### config.mk
export PLATFORM = sky130hd
export DESIGN_NAME = tws_master
export DESIGN_NICKNAME = d
export VERILOG_FILES = /design/src/common/tws_pkg.sv /design/src/hdl/tws_master.sv /design/src/hdl/tws_tick.sv
export SDC_FILE = /design/constraint.sdc
export NUM_CORES = 1
export LEC_CHECK = 0
export ABC_AREA = 0
export BUFFER_PORTS_ARGS = -buffer_cell sky130_fd_sc_hd__buf_4
export CORE_MARGIN = 8
export CORE_UTILIZATION = 40
export CTS_BUF_LIST = sky130_fd_sc_hd__clkbuf_8
export CTS_CLUSTER_SIZE = 12
export DETAILED_ROUTE_END_ITERATION = 6
export SLEW_MARGIN = 10
export SYNTH_ARGS = -nofsm -noshare
export SYNTH_HDL_FRONTEND = slang
export SYNTH_SLANG_ARGS = --single-unit
### constraint.sdc
create_clock -name i_mclk -period 2.8 [get_ports i_mclk]
set_input_delay 0 -clock i_mclk [delete_from_list [all_inputs] [get_ports i_mclk]]
set_output_delay 0 -clock i_mclk [all_outputs]
set_load 0.01 [all_outputs]
### src/common/tws_pkg.sv
// Shared constants and types for the two-wire register bus master.
// Assumes a 25 MHz system clock; the serial clock is made from it here.
package tws_pkg;

  // System clock period and serial clock quarter period
  localparam int MCLK_NS = 40;
  localparam int QUARTER_NS = 2500;
  // Least time, so round the count up
  localparam int QUARTER_CYC = (QUARTER_NS + MCLK_NS - 1) / MCLK_NS;
  localparam int TICK_W = 12;

  // Slave address choices seen from the bus side
  localparam logic [6:0] DEV_ADDR_DEFAULT = 7'h36;
  localparam logic [6:0] DEV_ADDR_ALT = 7'h37;
  localparam logic DIR_WRITE = 1'b0;
  localparam logic DIR_READ = 1'b1;

  // Byte framing: bits 0..7 carry data, bit 8 is the acknowledge slot
  localparam logic [3:0] ACK_SLOT = 4'h8;
  localparam logic [3:0] LAST_DATA_BIT = 4'h7;

  // Width of the byte count carried by a command
  localparam int LEN_W = 8;

  typedef enum logic [1:0] {
    KIND_WRITE = 2'h0,
    KIND_READ_RND = 2'h1,
    KIND_READ_CUR = 2'h2
  } tws_kind_e;

  typedef enum logic [1:0] {
    SEL_DEFAULT = 2'h0,
    SEL_ALT = 2'h1,
    SEL_PROG = 2'h2
  } tws_sel_e;

  typedef enum logic [2:0] {
    ST_IDLE = 3'h0,
    ST_START = 3'h1,
    ST_TX = 3'h2,
    ST_RX = 3'h3,
    ST_STOP = 3'h4,
    ST_WAIT_W = 3'h5,
    ST_ARM = 3'h6
  } tws_st_e;

  typedef enum logic [2:0] {
    STEP_SLA_W = 3'h0,
    STEP_AHI = 3'h1,
    STEP_ALO = 3'h2,
    STEP_WDAT = 3'h3,
    STEP_SLA_R = 3'h4,
    STEP_RDAT = 3'h5
  } tws_step_e;

  // One request: len is the byte count minus one
  typedef struct packed {
    tws_kind_e kind;
    tws_sel_e sel;
    logic [6:0] prog_addr;
    logic [15:0] reg_addr;
    logic [LEN_W-1:0] len;
  } tws_cmd_s;

  typedef struct packed {
    tws_st_e st;
    tws_step_e step;
    tws_kind_e kind;
    logic [1:0] ph;
    logic [3:0] bitn;
    logic [7:0] shreg;
    logic [6:0] dev;
    logic [15:0] reg_addr;
    logic [LEN_W-1:0] left;
    logic [7:0] rdata;
    logic rvalid;
    logic done;
    logic nack;
    logic busy;
    logic scl_low;
    logic sda_drv;
    logic sda_s1;
    logic sda_s2;
  } tws_state_s;

  typedef struct packed {
    logic [TICK_W-1:0] count;
    logic tick;
  } tws_tick_s;

endpackage

### src/hdl/tws_master.sv
// Bus master for a two-wire serial register slave with 16-bit addresses.
// Assumes a pull-up on the data line outside; the slave never holds the
// clock, so the clock is driven push-pull and never read back.
`timescale 1ns/1ns
module tws_master #(
  parameter int QUARTER = tws_pkg::QUARTER_CYC
) (
  // Clock, reset, enable
  input wire logic i_mclk,
  input wire logic i_reset_n,
  input wire logic i_ce,
  // Command request
  input wire logic i_cmd_valid,
  input wire tws_pkg::tws_cmd_s i_cmd,
  output logic o_cmd_ready,
  // Write data stream
  input wire logic i_wdata_valid,
  input wire logic [7:0] i_wdata,
  output logic o_wdata_ready,
  // Read data
  output logic [7:0] o_rdata,
  output logic o_rdata_valid,
  // Status
  output logic o_done,
  output logic o_nack,
  output logic o_busy,
  // Bus pins
  output logic o_serial_clock,
  input wire logic i_serial_bus_line,
  output logic o_serial_bus_line,
  output logic o_serial_bus_line_oe
);

  tws_pkg::tws_state_s s;
  tws_pkg::tws_state_s n;
  logic tick;
  logic active;

  // Quarter-bit timebase: four quarters make one serial clock period
  tws_tick #(
    .DIV(QUARTER)
  ) u_tick (
    .i_mclk(i_mclk),
    .i_reset_n(i_reset_n),
    .i_ce(i_ce),
    .o_tick(tick)
  );

  // Next state; all pin levels are derived from it and registered
  always_comb begin
    n = s;
    active = 1'b0;
    n.sda_s1 = i_serial_bus_line;
    n.sda_s2 = s.sda_s1;
    n.rvalid = 1'b0;
    n.done = 1'b0;
    unique case (s.st)
      tws_pkg::ST_IDLE: begin
        if (i_cmd_valid) begin
          n.kind = i_cmd.kind;
          n.reg_addr = i_cmd.reg_addr;
          n.left = i_cmd.len;
          n.nack = 1'b0;
          // Pick the slave address the device is strapped or set to
          unique case (i_cmd.sel)
            tws_pkg::SEL_ALT: n.dev = tws_pkg::DEV_ADDR_ALT;
            tws_pkg::SEL_PROG: n.dev = i_cmd.prog_addr;
            default: n.dev = tws_pkg::DEV_ADDR_DEFAULT;
          endcase
          // A current read goes straight to the read address byte
          if (i_cmd.kind == tws_pkg::KIND_READ_CUR) begin
            n.step = tws_pkg::STEP_SLA_R;
          end else begin
            n.step = tws_pkg::STEP_SLA_W;
          end
          // Bus is idle high, so begin at the high half of the start
          n.st = tws_pkg::ST_START;
          n.ph = 2'h2;
          n.bitn = 4'h0;
        end
      end
      tws_pkg::ST_WAIT_W: begin
        // Clock stays high while the source has nothing to send
        if (i_wdata_valid) begin
          n.shreg = i_wdata;
          n.st = tws_pkg::ST_ARM;
        end
      end
      tws_pkg::ST_ARM: begin
        // Wait for a quarter edge so the first low phase is whole
        if (tick) begin
          n.st = tws_pkg::ST_TX;
          n.bitn = 4'h0;
          n.ph = 2'h0;
        end
      end
      tws_pkg::ST_START: begin
        if (tick) begin
          if (s.ph != 2'h3) begin
            n.ph = s.ph + 2'h1;
          end else begin
            // Address and direction byte follows the start
            n.ph = 2'h0;
            n.bitn = 4'h0;
            n.st = tws_pkg::ST_TX;
            if (s.step == tws_pkg::STEP_SLA_R) begin
              n.shreg = {s.dev, tws_pkg::DIR_READ};
            end else begin
              n.shreg = {s.dev, tws_pkg::DIR_WRITE};
            end
          end
        end
      end
      tws_pkg::ST_TX: begin
        if (tick) begin
          if (s.ph != 2'h3) begin
            n.ph = s.ph + 2'h1;
          end else if (s.bitn != tws_pkg::ACK_SLOT) begin
            // Next bit, MSB first, shifted at the end of the high half
            n.ph = 2'h0;
            n.shreg = {s.shreg[6:0], 1'b0};
            n.bitn = s.bitn + 4'h1;
          end else if (s.sda_s2) begin
            // Line left high in the slot: no slave answered
            n.ph = 2'h0;
            n.nack = 1'b1;
            n.st = tws_pkg::ST_STOP;
          end else begin
            n.ph = 2'h0;
            n.bitn = 4'h0;
            unique case (s.step)
              tws_pkg::STEP_SLA_W: begin
                n.step = tws_pkg::STEP_AHI;
                n.shreg = s.reg_addr[15:8];
              end
              tws_pkg::STEP_AHI: begin
                n.step = tws_pkg::STEP_ALO;
                n.shreg = s.reg_addr[7:0];
              end
              tws_pkg::STEP_ALO: begin
                if (s.kind == tws_pkg::KIND_READ_RND) begin
                  // Dummy write done; restart with the read address
                  n.step = tws_pkg::STEP_SLA_R;
                  n.st = tws_pkg::ST_START;
                end else begin
                  n.step = tws_pkg::STEP_WDAT;
                  n.st = tws_pkg::ST_WAIT_W;
                end
              end
              tws_pkg::STEP_WDAT: begin
                // More bytes go to successive register addresses
                if (s.left == '0) begin
                  n.st = tws_pkg::ST_STOP;
                end else begin
                  n.left = s.left - tws_pkg::LEN_W'(1);
                  n.st = tws_pkg::ST_WAIT_W;
                end
              end
              tws_pkg::STEP_SLA_R: begin
                n.step = tws_pkg::STEP_RDAT;
                n.st = tws_pkg::ST_RX;
              end
              default: begin
                n.st = tws_pkg::ST_STOP;
              end
            endcase
          end
        end
      end
      tws_pkg::ST_RX: begin
        if (tick) begin
          if (s.ph != 2'h3) begin
            n.ph = s.ph + 2'h1;
          end else if (s.bitn != tws_pkg::ACK_SLOT) begin
            // Sample at the end of the high half, when it is stable
            n.ph = 2'h0;
            n.shreg = {s.shreg[6:0], s.sda_s2};
            n.bitn = s.bitn + 4'h1;
            if (s.bitn == tws_pkg::LAST_DATA_BIT) begin
              n.rdata = {s.shreg[6:0], s.sda_s2};
              n.rvalid = 1'b1;
            end
          end else if (s.left == '0) begin
            // Last byte was refused, so the stop follows
            n.ph = 2'h0;
            n.st = tws_pkg::ST_STOP;
          end else begin
            // The slave moves its pointer on by itself
            n.ph = 2'h0;
            n.bitn = 4'h0;
            n.left = s.left - tws_pkg::LEN_W'(1);
          end
        end
      end
      tws_pkg::ST_STOP: begin
        if (tick) begin
          if (s.ph != 2'h3) begin
            n.ph = s.ph + 2'h1;
          end else begin
            n.ph = 2'h0;
            n.st = tws_pkg::ST_IDLE;
            n.done = 1'b1;
          end
        end
      end
      default: begin
        n.st = tws_pkg::ST_IDLE;
      end
    endcase

    // Pin levels: clock low in quarters 0 and 1 of every bit
    active = (n.st == tws_pkg::ST_START) || (n.st == tws_pkg::ST_TX) ||
             (n.st == tws_pkg::ST_RX) || (n.st == tws_pkg::ST_STOP);
    n.scl_low = active && (n.ph < 2'h2);
    n.busy = (n.st != tws_pkg::ST_IDLE);
    if (!active) begin
      n.sda_drv = 1'b0;
    end else if (n.ph == 2'h0) begin
      // Hold data a quarter after the clock falls to avoid a false edge
      n.sda_drv = s.sda_drv;
    end else begin
      unique case (n.st)
        tws_pkg::ST_START: begin
          n.sda_drv = (n.ph == 2'h3);
        end
        tws_pkg::ST_TX: begin
          // Release in the slot so the slave can answer
          if (n.bitn == tws_pkg::ACK_SLOT) begin
            n.sda_drv = 1'b0;
          end else begin
            n.sda_drv = ~n.shreg[7];
          end
        end
        tws_pkg::ST_RX: begin
          // Acknowledge only while more bytes are wanted
          n.sda_drv = (n.bitn == tws_pkg::ACK_SLOT) &&
                      (n.left != '0);
        end
        default: begin
          // Stop: low through the clock rise, then released
          n.sda_drv = (n.ph != 2'h3);
        end
      endcase
    end
  end

  // Register all state, frozen while the enable is low
  always_ff @(posedge i_mclk) begin
    if (!i_reset_n) begin
      s <= '0;
    end else if (i_ce) begin
      s <= n;
    end
  end

  // Handshakes are combinational from state
  assign o_cmd_ready = (s.st == tws_pkg::ST_IDLE);
  assign o_wdata_ready = (s.st == tws_pkg::ST_WAIT_W);

  // Data and status straight from flip-flops
  assign o_rdata = s.rdata;
  assign o_rdata_valid = s.rvalid;
  assign o_done = s.done;
  assign o_nack = s.nack;
  assign o_busy = s.busy;

  // Clock is never released to the slave, which cannot stretch it
  assign o_serial_clock = ~s.scl_low;
  // Open drain data: only ever pulled low
  assign o_serial_bus_line = 1'b0;
  assign o_serial_bus_line_oe = s.sda_drv;

endmodule

### src/hdl/tws_tick.sv
// Quarter-bit timebase for the serial clock divider.
// Assumes the divide count fits the package counter width.
`timescale 1ns/1ns
module tws_tick #(
  parameter int DIV = tws_pkg::QUARTER_CYC
) (
  // Clock, reset, enable
  input wire logic i_mclk,
  input wire logic i_reset_n,
  input wire logic i_ce,
  // One-cycle pulse every DIV cycles
  output logic o_tick
);

  tws_pkg::tws_tick_s s;
  tws_pkg::tws_tick_s n;

  // Free-running count; a stall of the user side never skews it
  always_comb begin
    n = s;
    n.tick = 1'b0;
    if (s.count == tws_pkg::TICK_W'(DIV - 1)) begin
      n.count = '0;
      n.tick = 1'b1;
    end else begin
      n.count = s.count + tws_pkg::TICK_W'(1);
    end
  end

  // Register the state, frozen while the enable is low
  always_ff @(posedge i_mclk) begin
    if (!i_reset_n) begin
      s <= '0;
    end else if (i_ce) begin
      s <= n;
    end
  end

  assign o_tick = s.tick;

endmodule

==> Yosys cells after proc, flatten, opt, wreduce, memory -nomap -nowiden <==
Cells that the tools add are included.
{ "totals": {"register_bits": 82, "output_inout_bits": 17, "wordCells": 165} }
{ "op_classes": {"n_addsub": 4, "n_lt_le_gt_ge": 1, "eq_ne": 41, "mux": 75, "bitwise": 3, "n_reduce_logical": 20} }
{ "ops": {"columns": ["operator", "n"], "rows": [
  ["8-bit two-way mux", 10],
  ["12-bit two-way mux", 6],
  ["14-bit two-way mux", 4],
  ["3-bit two-way mux", 13],
  ["17-bit two-way mux", 2],
  ["8-bit one-hot mux with 4 select lines", 1],
  ["6-bit two-way mux", 5],
  ["2-bit inequality test, second input constant", 12],
  ["3-bit one-hot mux with 4 select lines", 2],
  ["8-bit one-hot mux with 3 select lines", 1],
  ["3-bit one-hot mux with 7 select lines", 1],
  ["4-bit one-hot mux with 5 select lines", 1],
  ["3-bit by 2-bit == test with 1-bit output, second input constant", 6],
  ["9-bit two-way mux", 2],
  ["8-bit one-hot mux with 2 select lines", 1],
  ["3-bit == test, second input constant", 5],
  ["1-bit two-way mux", 15],
  ["7-bit one-hot mux with 2 select lines", 1],
  ["12-bit by 1-bit adder with 12-bit output, second input constant", 1],
  ["12-bit by 6-bit == test with 1-bit output, second input constant", 1],
  ["2-bit one-hot mux with 6 select lines", 1],
  ["12-bit AND reduction", 1],
  ["3-bit by 1-bit == test with 1-bit output, second input constant", 3],
  ["8-bit logical NOT", 1],
  ["33 further kinds", 48]
]} }

==> Depth between registers and ports, before layout <==
Gate-level depths: netlist (run 1).
{ "logic_depth": {"ltp_word": 14, "depth_mapped": 12, "depth_no_buf": 10} }

==> By module <==
From an unflattened synthesis (run 1), not the netlist that was laid out.
{ "hier_totals": {"cells_unflattened": 625, "hier_area_um2": 4976.0} }
{ "modules_own_cells": {"columns": ["module", "n_inst", "cells_per_inst", "area_each_um2"], "rows": [
  ["tws_master", 1, 554, 4314.1],
  ["tws_tick", 1, 71, 661.9]
]} }

==> Least setup slack after synthesis (run 1) <==
No wires, ideal clock.
{ "synth_path": {"path_kind": "register to register", "startpoint": "register s[55] (netlist name)", "endpoint": "register s, in the netlist o_serial_bus_line_oe", "t_arrival_ns": 2.173, "required_time_ns": 2.673, "setup_slack_ns": 0.500, "stages_incl_launch_ff": 13, "n_path_buf": 2, "path_cell_list": "dfxtp_1 > inv_1 > ha_1 > and3b_1 > buf_2 > o211a_1 > buf_2 > a32o_1 > a211oi_1 > nand4_1 > o211ai_1 > and4b_1 > o32ai_2"} }
{ "synth_via": {"elab_chain_len": 11, "elab_cells_between_ends": 48, "classes_between": "add/sub (1); eq/ne (7); mux (33); bitwise (1); reduce/logical (6)"} }
{ "synth_rtl": {"columns": ["item", "line", "source"], "rows": [
  ["start, declared", "tws_master.sv:34", "tws_pkg::tws_state_s s;"],
  ["start signal, assigned", "tws_master.sv:252", "s <= n;"],
  ["parallel branches: the longest is 11 deep, another holds 4-bit by 1-bit adder with 4-bit output", null, null]
]} }
Parallel ways; which one is timed is not known. The select of a mux whose other input is x is not followed.
A chain may end at the register's enable or synchronous reset.

==> Worst setup path after layout (run 1) <==
{ "layout_path": {"startpoint": "register s[16] (netlist name)", "endpoint": "register s, in the netlist o_serial_bus_line_oe"} }
{ "layout_via": {"elab_chain_len": 14, "elab_cells_between_ends": 45, "classes_between": "add/sub (1); eq/ne (6); mux (31); reduce/logical (7)"} }
{ "layout_rtl": {"columns": ["item"], "rows": [
  ["parallel branches: the longest is 14 deep, another holds 8-bit by 1-bit subtractor with 8-bit output"]
]} }
Parallel ways; which one is timed is not known. The select of a mux whose other input is x is not followed.

==> results of run 1 <==
-- per-layer routing --
metal,GRT usage [%],share of wire [%],vias up
met3,3.44,4.9,25
met4,6.81,1.9,0
met5,0,0,-
met1,23.7,46,2246
li1,-,-,2313
met2,29.7,47,134
-- state kept, by name, indices dropped and copies added, names as in the netlist --
signal                flops
o_serial_bus_line_oe      1
u_tick.o_tick             1
o_rdata                   8
o_rdata_valid             1
o_done                    1
o_nack                    1
u_tick.s                 12
o_busy                    1
s                        55
n                         1
-- worst max-delay path by stage --
stage / endpoint / startpoint / slack [ps]
floorplan: o_serial_bus_line_oe / s[55] / 500
global placement: o_serial_bus_line_oe / s[16] / 190
detailed placement: o_serial_bus_line_oe / s[16] / 100
CTS: o_serial_bus_line_oe / s[16] / 60
global route: o_serial_bus_line_oe / s[16] / 9
finish: o_serial_bus_line_oe / s[16] / 210
-- where the power goes --
part / switching, µW / total [µW] / internal [µW]
clock network: 436 / 776 / 340
logic: 331 / 613 / 282
registers: 50.9 / 1270 / 1220
total: 818 / 2660 / 1840
-- cell usage in the layout (no fill, tap or decap), types with 3 or more instances in the layout --
master	n
buf_4	100
dfxtp_1	82
nand2_1	78
nor2_1	73
a21oi_1	51
dlygate4sd3_1	29
o21ai_0	23
a211oi_1	22
mux2i_1	22
inv_1	20
nand3_1	16
nand4_1	12
nor3_1	10
clkbuf_8	10
ha_1	9
xnor2_1	6
xor2_1	6
a32o_1	5
nor2b_1	5
a222oi_1	5
a221oi_1	5
a31oi_1	5
or3_1	5
nand3b_1	4
nor4_1	4
and4b_1	3
and2_1	3
a32oi_1	3
and3_1	3
a311oi_1	3
o211ai_1	3
a21o_1	3
a22oi_1	3
nand2b_1	3
-- synthesized netlist by cell type, types with 6 or more instances --
master	n	area share (%)
nand3_1	16	1.7
mux2i_1	22	4.6
ha_1	9	2.4
a31oi_1	6	0.79
xnor2_1	6	1.1
buf_2	13	1.4
buf_4	12	1.9
xor2_1	6	1.1
nand2_1	78	6.1
clkbuf_1	22	1.7
nor3_1	10	1.1
a211oi_1	23	3.6
nand4_1	12	1.6
dfxtp_1	82	34
a21oi_1	51	5.4
inv_1	17	1.3
o21ai_0	23	2.4
nor2_1	73	5.8
-- worst max-delay path, cell delays in order (launching register included) --
cell	delay, ps
dfxtp_1	340
inv_1	120
ha_1	190
nor4b_4	300
buf_4	190
a31oi_2	120
a21oi_1	180
a32oi_1	150
nor4b_2	300
buf_4	160
o211ai_1	70
and4b_1	190
o32ai_2	200
-- final cells by class --
cell class | count | area share (%)
Clock buffer | 10 | 2.33
Clock inverter | 6 | 0.593
Inverter | 18 | 1.14
Multi-Input combinational cell | 443 | 47.1
Sequential cell | 82 | 27.8
Tap cell | 147 | 3.11
Timing Repair Buffer | 130 | 18.0
-- through the flow --
step	util, %	hold slack [ps]
after CTS	49.8	0.442
final	50.0	15.4
after global routing	50.0	5.55
after global placement	45.8	244
after floorplan	-	136
after detailed placement	45.8	248
-- cell families (layout without fill, tap and decap cells) --
logic type / count (synthesis) / after routing / share of synthesized area [%]
other cells: 1 / 1 / 0.0787
flops: 82 / 82 / 34.5
buf+inv: 73 / 164 / 7.75
fa+ha+maj: 9 / 9 / 2.36
simple gates: 239 / 239 / 24.9
compound gates: 158 / 158 / 23.2
mux: 24 / 24 / 5.10
xor+xnor: 12 / 12 / 2.21
-- what timing repair did --
| action | 4_1_cts | 5_1_grt |
|---|---|---|
| hold buffers | 29 | 0 |
| endpoints found under the setup margin | 0 | 2 |
| endpoints found under the hold margin | 32 | 0 |
| resized for setup | 0 | 8 |
==> impl_metrics.xml, run 1 <==
<?xml version="1.0" encoding="UTF-8"?>
<metrics>
  <group name="floorplan">
    <metric name="fp.dieArea" unit="µm²">15700</metric>
    <metric name="core_area" unit="µm²">11800</metric>
    <metric name="number_of_top_level_design_ports" unit="">66</metric>
    <metric name="start_util" unit="%">40.3</metric>
    <metric name="die_width" unit="µm">125</metric>
    <metric name="die_h" unit="µm">125</metric>
    <metric name="fp-row-count" unit="">40</metric>
  </group>
  <group name="grt">
    <metric name="maximum_number_of_pins_on_one_net_before_global_route_repair" unit="">38</metric>
    <metric name="first_global_vias" unit="">4582</metric>
    <metric name="gr-usage-all-layers" unit="%">18.3</metric>
    <metric name="antenna_found_initial" unit="">0</metric>
    <metric name="globalRouteOverflowTotal" unit="">0</metric>
    <metric name="grt_pass1_wl" unit="µm">23700</metric>
  </group>
  <group name="min_path">
    <metric name="hold_path.class" unit="">in2reg</metric>
    <metric name="worstHoldStart" unit="">i_cmd[2]</metric>
    <metric name="holdPathEnd" unit="">s[18]</metric>
    <metric name="holdPathStages" unit="">3</metric>
  </group>
  <group name="clocking">
    <metric name="clk_path_buf_depth" unit="">2</metric>
    <metric name="cts_setup_buffers" unit="">0</metric>
    <metric name="numCtsBuffers" unit="">9</metric>
    <metric name="clock_sinks" unit="">82</metric>
    <metric name="tritoncts" unit="">done</metric>
    <metric name="cts.reportedPaths.clkPinSlew" unit="ps">90</metric>
    <metric name="clock_tree.root_cell" unit="">clkbuf_8</metric>
    <metric name="clock_tree.htree_level_count" unit="">3</metric>
    <metric name="clk_lat_worst_skew" unit="ps">360</metric>
  </group>
  <group name="setup_path">
    <metric name="crit_path_start_kind" unit="">flop</metric>
    <metric name="worst_r2r_path_depth" unit="">12</metric>
    <metric name="worst_ep_required_time" unit="ps">3080</metric>
    <metric name="crit_fanout" unit="">4</metric>
    <metric name="r2r_setup_slack" unit="ps">210</metric>
    <metric name="timing.setup.critical_path_class" unit="">reg2reg</metric>
    <metric name="worstPathArrival" unit="ps">2860</metric>
    <metric name="cp-end-kind" unit="">flop</metric>
    <metric name="regToRegStartpoint" unit="">s[16]</metric>
    <metric name="crit-reg2reg-capture" unit="">o_serial_bus_line_oe</metric>
  </group>
  <group name="routing">
    <metric name="drt_iter0_markers" unit="">363</metric>
    <metric name="drtAntennaViolNets" unit="">0</metric>
    <metric name="route.detailed.drc" unit="">0</metric>
    <metric name="routed_via_density" unit="">5.64</metric>
    <metric name="route.vias.total" unit="">4718</metric>
    <metric name="routed_wl" unit="µm">14400</metric>
    <metric name="wl_per_cell" unit="µm">17.2</metric>
    <metric name="detail_route.first_pass.iterations" unit="">5</metric>
  </group>
  <group name="logic_synthesis">
    <metric name="ys_seq_area_share" unit="%">34.5</metric>
    <metric name="flip_flop_cell_with_the_highest_count_after_synthesis" unit="">dfxtp_1</metric>
    <metric name="synth_warnings" unit="">0</metric>
    <metric name="postSynth.asyncResetShare" unit="%">0</metric>
    <metric name="postSynthNetCount" unit="">656</metric>
    <metric name="synth_cell_types" unit="">73</metric>
    <metric name="syn_area" unit="µm²">4760</metric>
    <metric name="synth-seq-cells" unit="">82</metric>
    <metric name="synth_cells" unit="">598</metric>
    <metric name="synth_enable_flop_cells" unit="">0</metric>
    <metric name="postSynthAreaPerCell" unit="µm²">7.96</metric>
  </group>
  <group name="flow_run">
    <metric name="timing.max_cap.violations" unit="">0</metric>
  </group>
  <group name="final_layout">
    <metric name="finalNetCount" unit="">742</metric>
    <metric name="final_area" unit="µm²">5910</metric>
    <metric name="multi_input_combinational_cell_area" unit="µm²">2780</metric>
    <metric name="share_of_final_layout_standard_cells_stronger_than_drive_strength_1" unit="%">20.0</metric>
    <metric name="layout.filler_cells" unit="">1165</metric>
    <metric name="post_layout_nonfiller_instances" unit="">836</metric>
    <metric name="layout_area_growth_over_synthesis" unit="%">24.1</metric>
    <metric name="num_antenna_cells" unit="">0</metric>
    <metric name="seq_area" unit="µm²">1640</metric>
  </group>
  <group name="power_and_ir_drop">
    <metric name="fin_total_pwr" unit="µW">2660</metric>
    <metric name="static-leakage-power" unit="µW">0.00225</metric>
    <metric name="vdd.ir_drop.worst" unit="mV">0.376</metric>
    <metric name="power_density" unit="nW/µm²">449</metric>
  </group>
  <group name="place">
    <metric name="port-buffer-count" unit="">64</metric>
    <metric name="placed_cell_area" unit="µm²">5420</metric>
    <metric name="place_hpwl" unit="µm">10600</metric>
    <metric name="placed_cells_incl_taps" unit="">791</metric>
    <metric name="worst_slack_after_detailed_placement" unit="ps">102</metric>
    <metric name="final_weighted_congestion_of_routability_driven_global_placement" unit="">0.905</metric>
  </group>
  <group name="sta">
    <metric name="period_minus_slack" unit="ps">2590</metric>
    <metric name="fmax" unit="MHz">386</metric>
    <metric name="timing.clock.skew" unit="ps">13.5</metric>
    <metric name="setup_viol_count_final" unit="">0</metric>
    <metric name="grt_setup_unrepaired" unit="">no</metric>
    <metric name="report.final.slew_viol_count" unit="">0</metric>
    <metric name="setup_tns" unit="ps">0</metric>
    <metric name="setup_slack" unit="ps">210</metric>
    <metric name="slew-limit-headroom" unit="%">55.9</metric>
    <metric name="tightestPinTransition" unit="ps">660</metric>
    <metric name="min_period_over_period" unit="%">92.5</metric>
    <metric name="count_of_final_hold_check_violations" unit="">0</metric>
  </group>
  <group name="status">
    <metric name="outcome" unit="">finished clean</metric>
  </group>
</metrics>
Power figures use the tool's default switching activity.
==> run 2, diff against run 1 <==
Settings changed: CORE_UTILIZATION 40 to 60, PLACE_DENSITY set to 0.83.
==> run 2 against run 1 <==
Die area down 29%. Global-route usage grew 6.0 points. Sequential power barely moved. Hold slack lost 4.1 ps. Sequential share of layout area is 0.70 points higher. Largest cell class unchanged.
==> impl_metrics.xml, run 2 (synthesized netlist as in run 1, its figures left out) <==
<?xml version="1.0" encoding="UTF-8"?>
<metrics>
  <group name="status">
    <metric name="outcome" unit="">finished clean</metric>
  </group>
  <group name="clocking">
    <metric name="clock_tree.root_cell" unit="">clkbuf_8</metric>
    <metric name="clock_sinks" unit="">82</metric>
    <metric name="numCtsBuffers" unit="">9</metric>
    <metric name="cts.reportedPaths.clkPinSlew" unit="ps">100</metric>
    <metric name="clock_tree.htree_level_count" unit="">3</metric>
    <metric name="clk_lat_worst_skew" unit="ps">370</metric>
    <metric name="cts_setup_buffers" unit="">0</metric>
    <metric name="clk_path_buf_depth" unit="">2</metric>
    <metric name="tritoncts" unit="">done</metric>
  </group>
  <group name="setup_path">
    <metric name="crit_fanout" unit="">15</metric>
    <metric name="crit_path_start_kind" unit="">flop</metric>
    <metric name="worst_r2r_path_depth" unit="">7</metric>
    <metric name="cp-end-kind" unit="">flop</metric>
    <metric name="regToRegStartpoint" unit="">s[68]</metric>
    <metric name="worstPathArrival" unit="ps">2960</metric>
    <metric name="ordered_list_of_cells_on_the_worst_path" unit="">and2b_1, buf_4, a32oi_1, and3_2, o21ai_0, a21oi_1, dlygate4sd3_1</metric>
    <metric name="crit-reg2reg-capture" unit="">s[53]</metric>
    <metric name="cp_top_family" unit="">buffers and inverters</metric>
    <metric name="critPathMaxStageDelay" unit="ps">720</metric>
    <metric name="worst_path_max_delay_cell" unit="">dfxtp_1</metric>
    <metric name="timing.setup.critical_path_class" unit="">reg2reg</metric>
    <metric name="critical_path_buf_inv_count" unit="">2</metric>
    <metric name="worst_ep_required_time" unit="ps">3110</metric>
    <metric name="r2r_setup_slack" unit="ps">160</metric>
  </group>
  <group name="sta">
    <metric name="min_period_over_period" unit="%">94.4</metric>
    <metric name="count_of_final_hold_check_violations" unit="">0</metric>
    <metric name="setup_viol_count_final" unit="">0</metric>
    <metric name="slew-limit-headroom" unit="%">29.8</metric>
    <metric name="fmax" unit="MHz">378</metric>
    <metric name="timing.clock.skew" unit="ps">12.3</metric>
    <metric name="report.final.slew_viol_count" unit="">0</metric>
    <metric name="tightestPinTransition" unit="ps">1050</metric>
    <metric name="period_minus_slack" unit="ps">2640</metric>
  </group>
  <group name="place">
    <metric name="port-buffer-count" unit="">64</metric>
    <metric name="place_hpwl" unit="µm">9390</metric>
    <metric name="final_weighted_congestion_of_routability_driven_global_placement" unit="">1.04</metric>
    <metric name="placed_cells_incl_taps" unit="">732</metric>
  </group>
  <group name="power_and_ir_drop">
    <metric name="clock_share_of_power" unit="%">32.8</metric>
    <metric name="netSwitchingFraction" unit="%">31.0</metric>
    <metric name="seq_pwr_share" unit="%">46.5</metric>
    <metric name="power.share.combinational" unit="%">20.8</metric>
    <metric name="static-leakage-power" unit="µW">0.00218</metric>
    <metric name="intPower" unit="µW">1900</metric>
    <metric name="vdd.ir_drop.worst" unit="mV">0.343</metric>
    <metric name="power_density" unit="nW/µm²">476</metric>
    <metric name="power.switching" unit="µW">851</metric>
  </group>
  <group name="min_path">
    <metric name="worstHoldStart" unit="">i_cmd_valid</metric>
    <metric name="holdPathEnd" unit="">s[65]</metric>
    <metric name="holdPathStages" unit="">3</metric>
    <metric name="hold_path.class" unit="">in2reg</metric>
  </group>
  <group name="floorplan">
    <metric name="start_util" unit="%">61.6</metric>
    <metric name="fp-row-count" unit="">32</metric>
    <metric name="fp.dieArea" unit="µm²">11000</metric>
    <metric name="number_of_top_level_design_ports" unit="">66</metric>
    <metric name="die_h" unit="µm">105</metric>
    <metric name="die_width" unit="µm">105</metric>
    <metric name="core_area" unit="µm²">7730</metric>
  </group>
  <group name="flow_run">
    <metric name="timing.max_cap.violations" unit="">0</metric>
  </group>
  <group name="routing">
    <metric name="routed_via_density" unit="">6.23</metric>
    <metric name="drt_iter0_markers" unit="">522</metric>
    <metric name="drtAntennaViolNets" unit="">0</metric>
    <metric name="routed_wl" unit="µm">13700</metric>
    <metric name="route.vias.total" unit="">4853</metric>
    <metric name="route.detailed.drc" unit="">0</metric>
    <metric name="detail_route.first_pass.iterations" unit="">5</metric>
    <metric name="wl_per_cell" unit="µm">17.6</metric>
  </group>
  <group name="final_layout">
    <metric name="share_of_final_layout_standard_cells_stronger_than_drive_strength_1" unit="%">18.8</metric>
    <metric name="flip_flop_count_of_the_largest_register_after_layout" unit="">55</metric>
    <metric name="layout_common_cells" unit="">86 x buf_4, 81 x dfxtp_1, 78 x nand2_1</metric>
    <metric name="final_util" unit="%">74.7</metric>
    <metric name="most_flops_register" unit="">s</metric>
    <metric name="mostFrequentLayoutCell" unit="">buf_4</metric>
    <metric name="post_layout_nonfiller_instances" unit="">779</metric>
    <metric name="finalNetCount" unit="">729</metric>
    <metric name="layout_area_growth_over_synthesis" unit="%">21.2</metric>
  </group>
  <group name="grt">
    <metric name="gr-usage-all-layers" unit="%">24.3</metric>
    <metric name="globalRouteOverflowTotal" unit="">0</metric>
    <metric name="grt_pass1_wl" unit="µm">22500</metric>
    <metric name="antenna_found_initial" unit="">1</metric>
    <metric name="maximum_number_of_pins_on_one_net_before_global_route_repair" unit="">63</metric>
    <metric name="first_global_vias" unit="">4637</metric>
  </group>
</metrics>
run 2: stage by stage:
step | total power (µW) | TNS, ps | setup WS (ps) | area, µm² | hold WS (ps)
after floorplan | 1650 | 0 | 500 | 4760 | 136
after global placement | 1800 | 0 | 182 | 5250 | 238
after detailed placement | 1820 | 0 | 70.9 | 5250 | 252
after CTS | 2720 | 0 | 37.8 | 5750 | 5.00
after global routing | 2850 | -25.6 | -25.6 | 5770 | 24.3
final | 2750 | 0 | 156 | 5770 | 11.3
run 2: how the worst max path moves through the flow:
stage / end / startpoint / depth (start not counted)
floorplan: o_serial_bus_line_oe / s[55] / 12
global placement: o_serial_bus_line_oe / s[16] / 10
detailed placement: o_serial_bus_line_oe / s[16] / 10
CTS: s[53] / s[67] / 9
global route: o_serial_bus_line_oe / s[16] / 11
finish: s[53] / s[68] / 7
run 2: routing by layer:
metal	global-route usage, %	wire length [µm]	part of all wire [%]	vias to the layer above
met5	0	0	0	-
met4	11.9	465	3.4	0
met3	5.28	1250	9.2	44
met2	39.5	6430	47	270
met1	29.8	5550	41	2248
li1	-	-	-	2291
run 2: worst register-to-register path, stage by stage, from the launching register on:
cell and delay, ps:
dfxtp_1 720, and2b_1 280, buf_4 160, a32oi_1 230, and3_2 370, o21ai_0 130, a21oi_1 140, dlygate4sd3_1 560
run 2: timing repair:
item,CTS,global route
endpoints found under the setup margin,0,3
hold endpoints to repair,32,0
hold buffers,30,0
resized for setup,0,7
run 2: layout make-up:
cell class / count / area (µm²)
clock inverters: 7 / 76.3
well taps: 102 / 128
clock buffers: 9 / 124
diodes: 1 / 2.50
multi-input cells: 443 / 2760
inverters: 18 / 67.6
repair buffers: 117 / 966
flip-flops and latches: 82 / 1640
fillers: 550 / 1960
run 2: power by group through the flow:
stage	combinational [µW]	sequential (µW)	clock, µW
final	570	1280	901
after global routing	621	1280	948
after CTS	554	1270	899
after detailed placement	519	1300	0
after global placement	507	1300	0
after floorplan	376	1280	0
==> run 3, diff against run 2 <==
Settings changed: CORE_MARGIN 8 to 2, PLACE_DENSITY 0.83 to unset, PLACE_DENSITY_LB_ADDON set to 0.2.
==> run 3 against run 2 <==
Critical path depth grew 4. Clock power fell by 8.0%. Cell area rose by 0.85%. Highest routed layer unchanged.
==> impl_metrics.xml, run 3 (synthesized netlist as in run 1, its figures left out) <==
<?xml version="1.0" encoding="UTF-8"?>
<metrics>
  <group name="final_layout">
    <metric name="flip_flop_count_of_the_largest_register_after_layout" unit="">55</metric>
    <metric name="share_of_final_layout_standard_cells_stronger_than_drive_strength_1" unit="%">20.1</metric>
    <metric name="layout_area_growth_over_synthesis" unit="%">22.2</metric>
    <metric name="seq_area" unit="µm²">1640</metric>
    <metric name="most_flops_register" unit="">s</metric>
    <metric name="mostFrequentLayoutCell" unit="">buf_4</metric>
    <metric name="num_antenna_cells" unit="">0</metric>
    <metric name="final_area" unit="µm²">5820</metric>
    <metric name="layout_common_cells" unit="">96 x buf_4, 81 x dfxtp_1, 78 x nand2_1</metric>
    <metric name="multi_input_combinational_cell_area" unit="µm²">2780</metric>
    <metric name="layout.filler_cells" unit="">570</metric>
    <metric name="finalNetCount" unit="">738</metric>
  </group>
  <group name="routing">
    <metric name="route.detailed.drc" unit="">0</metric>
    <metric name="route.vias.total" unit="">4832</metric>
    <metric name="drtAntennaViolNets" unit="">0</metric>
    <metric name="detail_route.first_pass.iterations" unit="">5</metric>
    <metric name="drt_iter0_markers" unit="">447</metric>
    <metric name="routed_wl" unit="µm">13200</metric>
    <metric name="routed_via_density" unit="">6.16</metric>
    <metric name="wl_per_cell" unit="µm">16.8</metric>
  </group>
  <group name="floorplan">
    <metric name="fp.dieArea" unit="µm²">8670</metric>
    <metric name="core_area" unit="µm²">7730</metric>
    <metric name="number_of_top_level_design_ports" unit="">66</metric>
    <metric name="die_width" unit="µm">93.1</metric>
    <metric name="start_util" unit="%">61.6</metric>
    <metric name="die_h" unit="µm">93.1</metric>
    <metric name="fp-row-count" unit="">32</metric>
  </group>
  <group name="sta">
    <metric name="setup_viol_count_final" unit="">0</metric>
    <metric name="min_period_over_period" unit="%">96.4</metric>
    <metric name="setup_tns" unit="ps">0</metric>
    <metric name="report.final.slew_viol_count" unit="">0</metric>
    <metric name="fmax" unit="MHz">370</metric>
    <metric name="slew-limit-headroom" unit="%">59.7</metric>
    <metric name="period_minus_slack" unit="ps">2700</metric>
    <metric name="tightestPinTransition" unit="ps">605</metric>
    <metric name="count_of_final_hold_check_violations" unit="">0</metric>
    <metric name="timing.clock.skew" unit="ps">7.04</metric>
  </group>
  <group name="clocking">
    <metric name="clock_tree.root_cell" unit="">clkbuf_8</metric>
    <metric name="clk_lat_worst_skew" unit="ps">350</metric>
    <metric name="clock_tree.htree_level_count" unit="">3</metric>
    <metric name="cts.reportedPaths.clkPinSlew" unit="ps">90</metric>
    <metric name="tritoncts" unit="">done</metric>
    <metric name="clock_sinks" unit="">82</metric>
    <metric name="clk_path_buf_depth" unit="">2</metric>
    <metric name="numCtsBuffers" unit="">9</metric>
  </group>
  <group name="grt">
    <metric name="antenna_found_initial" unit="">0</metric>
    <metric name="first_global_vias" unit="">4428</metric>
    <metric name="globalRouteOverflowTotal" unit="">0</metric>
    <metric name="maximum_number_of_pins_on_one_net_before_global_route_repair" unit="">33</metric>
    <metric name="gr-usage-all-layers" unit="%">31.2</metric>
    <metric name="grt_pass1_wl" unit="µm">21600</metric>
  </group>
  <group name="min_path">
    <metric name="holdPathStages" unit="">3</metric>
    <metric name="hold_path.class" unit="">in2reg</metric>
  </group>
  <group name="flow_run">
    <metric name="timing.max_cap.violations" unit="">0</metric>
  </group>
  <group name="power_and_ir_drop">
    <metric name="power_density" unit="nW/µm²">464</metric>
    <metric name="vdd.ir_drop.worst" unit="mV">0.377</metric>
    <metric name="static-leakage-power" unit="µW">0.00221</metric>
  </group>
  <group name="setup_path">
    <metric name="timing.setup.critical_path_class" unit="">reg2reg</metric>
    <metric name="critPathMaxStageDelay" unit="ps">390</metric>
    <metric name="worst_r2r_path_depth" unit="">11</metric>
    <metric name="critical_path_buf_inv_count" unit="">2</metric>
    <metric name="worst-path-stages" unit="">11</metric>
    <metric name="crit_fanout" unit="">6</metric>
    <metric name="crit_path_start_kind" unit="">flop</metric>
    <metric name="worst_ep_required_time" unit="ps">3070</metric>
    <metric name="cp-end-kind" unit="">flop</metric>
    <metric name="cp_top_family" unit="">simple AND/OR/NAND/NOR gates</metric>
    <metric name="ordered_list_of_cells_on_the_worst_path" unit="">inv_1, ha_1, nor4b_4, a31oi_2, a21oi_2, a32oi_1, nor4b_2, buf_4, o211ai_1, and4b_1, o32ai_2</metric>
    <metric name="worstPathArrival" unit="ps">2970</metric>
    <metric name="worst_path_max_delay_cell" unit="">nor4b_4</metric>
  </group>
  <group name="place">
    <metric name="place_hpwl" unit="µm">9130</metric>
    <metric name="placed_cell_area" unit="µm²">5280</metric>
    <metric name="final_weighted_congestion_of_routability_driven_global_placement" unit="">0.983</metric>
    <metric name="port-buffer-count" unit="">64</metric>
  </group>
  <group name="status">
    <metric name="outcome" unit="">finished clean</metric>
  </group>
</metrics>
[run 3: power by group]
| part | internal (µW) | switching (µW) | leakage [µW] |
|---|---|---|---|
| clock network | 402 | 427 | 0.0000913 |
| registers | 1220 | 58.9 | 0.000668 |
| logic | 278 | 319 | 0.00145 |
| total | 1900 | 804 | 0.00221 |
[run 3: stage by stage]
step	setup WS, ps	hold slack [ps]	util [%]	total power [µW]	cells
floorplan	500	136	-	1650	598
global placement	108	235	68.3	1820	737
detailed placement	2.08	256	68.3	1820	737
CTS	23.0	14.2	74.5	2680	781
global route	-14.6	19.9	75.3	2820	785
finish	100	28.4	75.3	2700	785
[run 3: what timing repair did]
| item | in CTS | in global routing |
|---|---|---|
| cloned | 0 | 0 |
| buffers inserted | 0 | 4 |
| hold buffers | 30 | 0 |
| setup endpoints to repair | 1 | 3 |
| endpoints found under the hold margin | 31 | 0 |
| resized for setup | 1 | 9 |
| pin swaps | 0 | 3 |
[run 3: final cells by class]
| cell class | count | area share, % |
|---|---|---|
| Sequential cell | 82 | 28.2 |
| Timing Repair Buffer | 126 | 17.5 |
| Clock inverter | 5 | 0.968 |
| Clock buffer | 9 | 2.13 |
| Inverter | 18 | 1.16 |
| Multi-Input combinational cell | 443 | 47.8 |
| Tap cell | 102 | 2.19 |
[run 3: final timing paths]
path,to,startpoint,slack (ps)
max reg2reg,o_serial_bus_line_oe,s[16],100
max,o_serial_bus_line_oe,s[16],100
min,s[65],i_cmd_valid,30
min reg2reg,s[61],s[61],460
[run 3: layer usage]
metal  share of wire (%)  wire length (µm)  GRT usage (%)  vias up
met1                  44              5780           42.6     2287
met2                  47              6250           50.9      222
li1                    -                 -              -     2304
met4                 1.3               174           8.09        0
met3                 7.7              1020           5.96       19
met5                   0                 0              0        -
[run 3: worst register-to-register path: stages (launching register included)]
cell	delay, ps
dfxtp_1	350
inv_1	140
ha_1	200
nor4b_4	390
a31oi_2	220
a21oi_2	190
a32oi_1	160
nor4b_2	340
buf_4	170
o211ai_1	70
and4b_1	200
o32ai_2	200
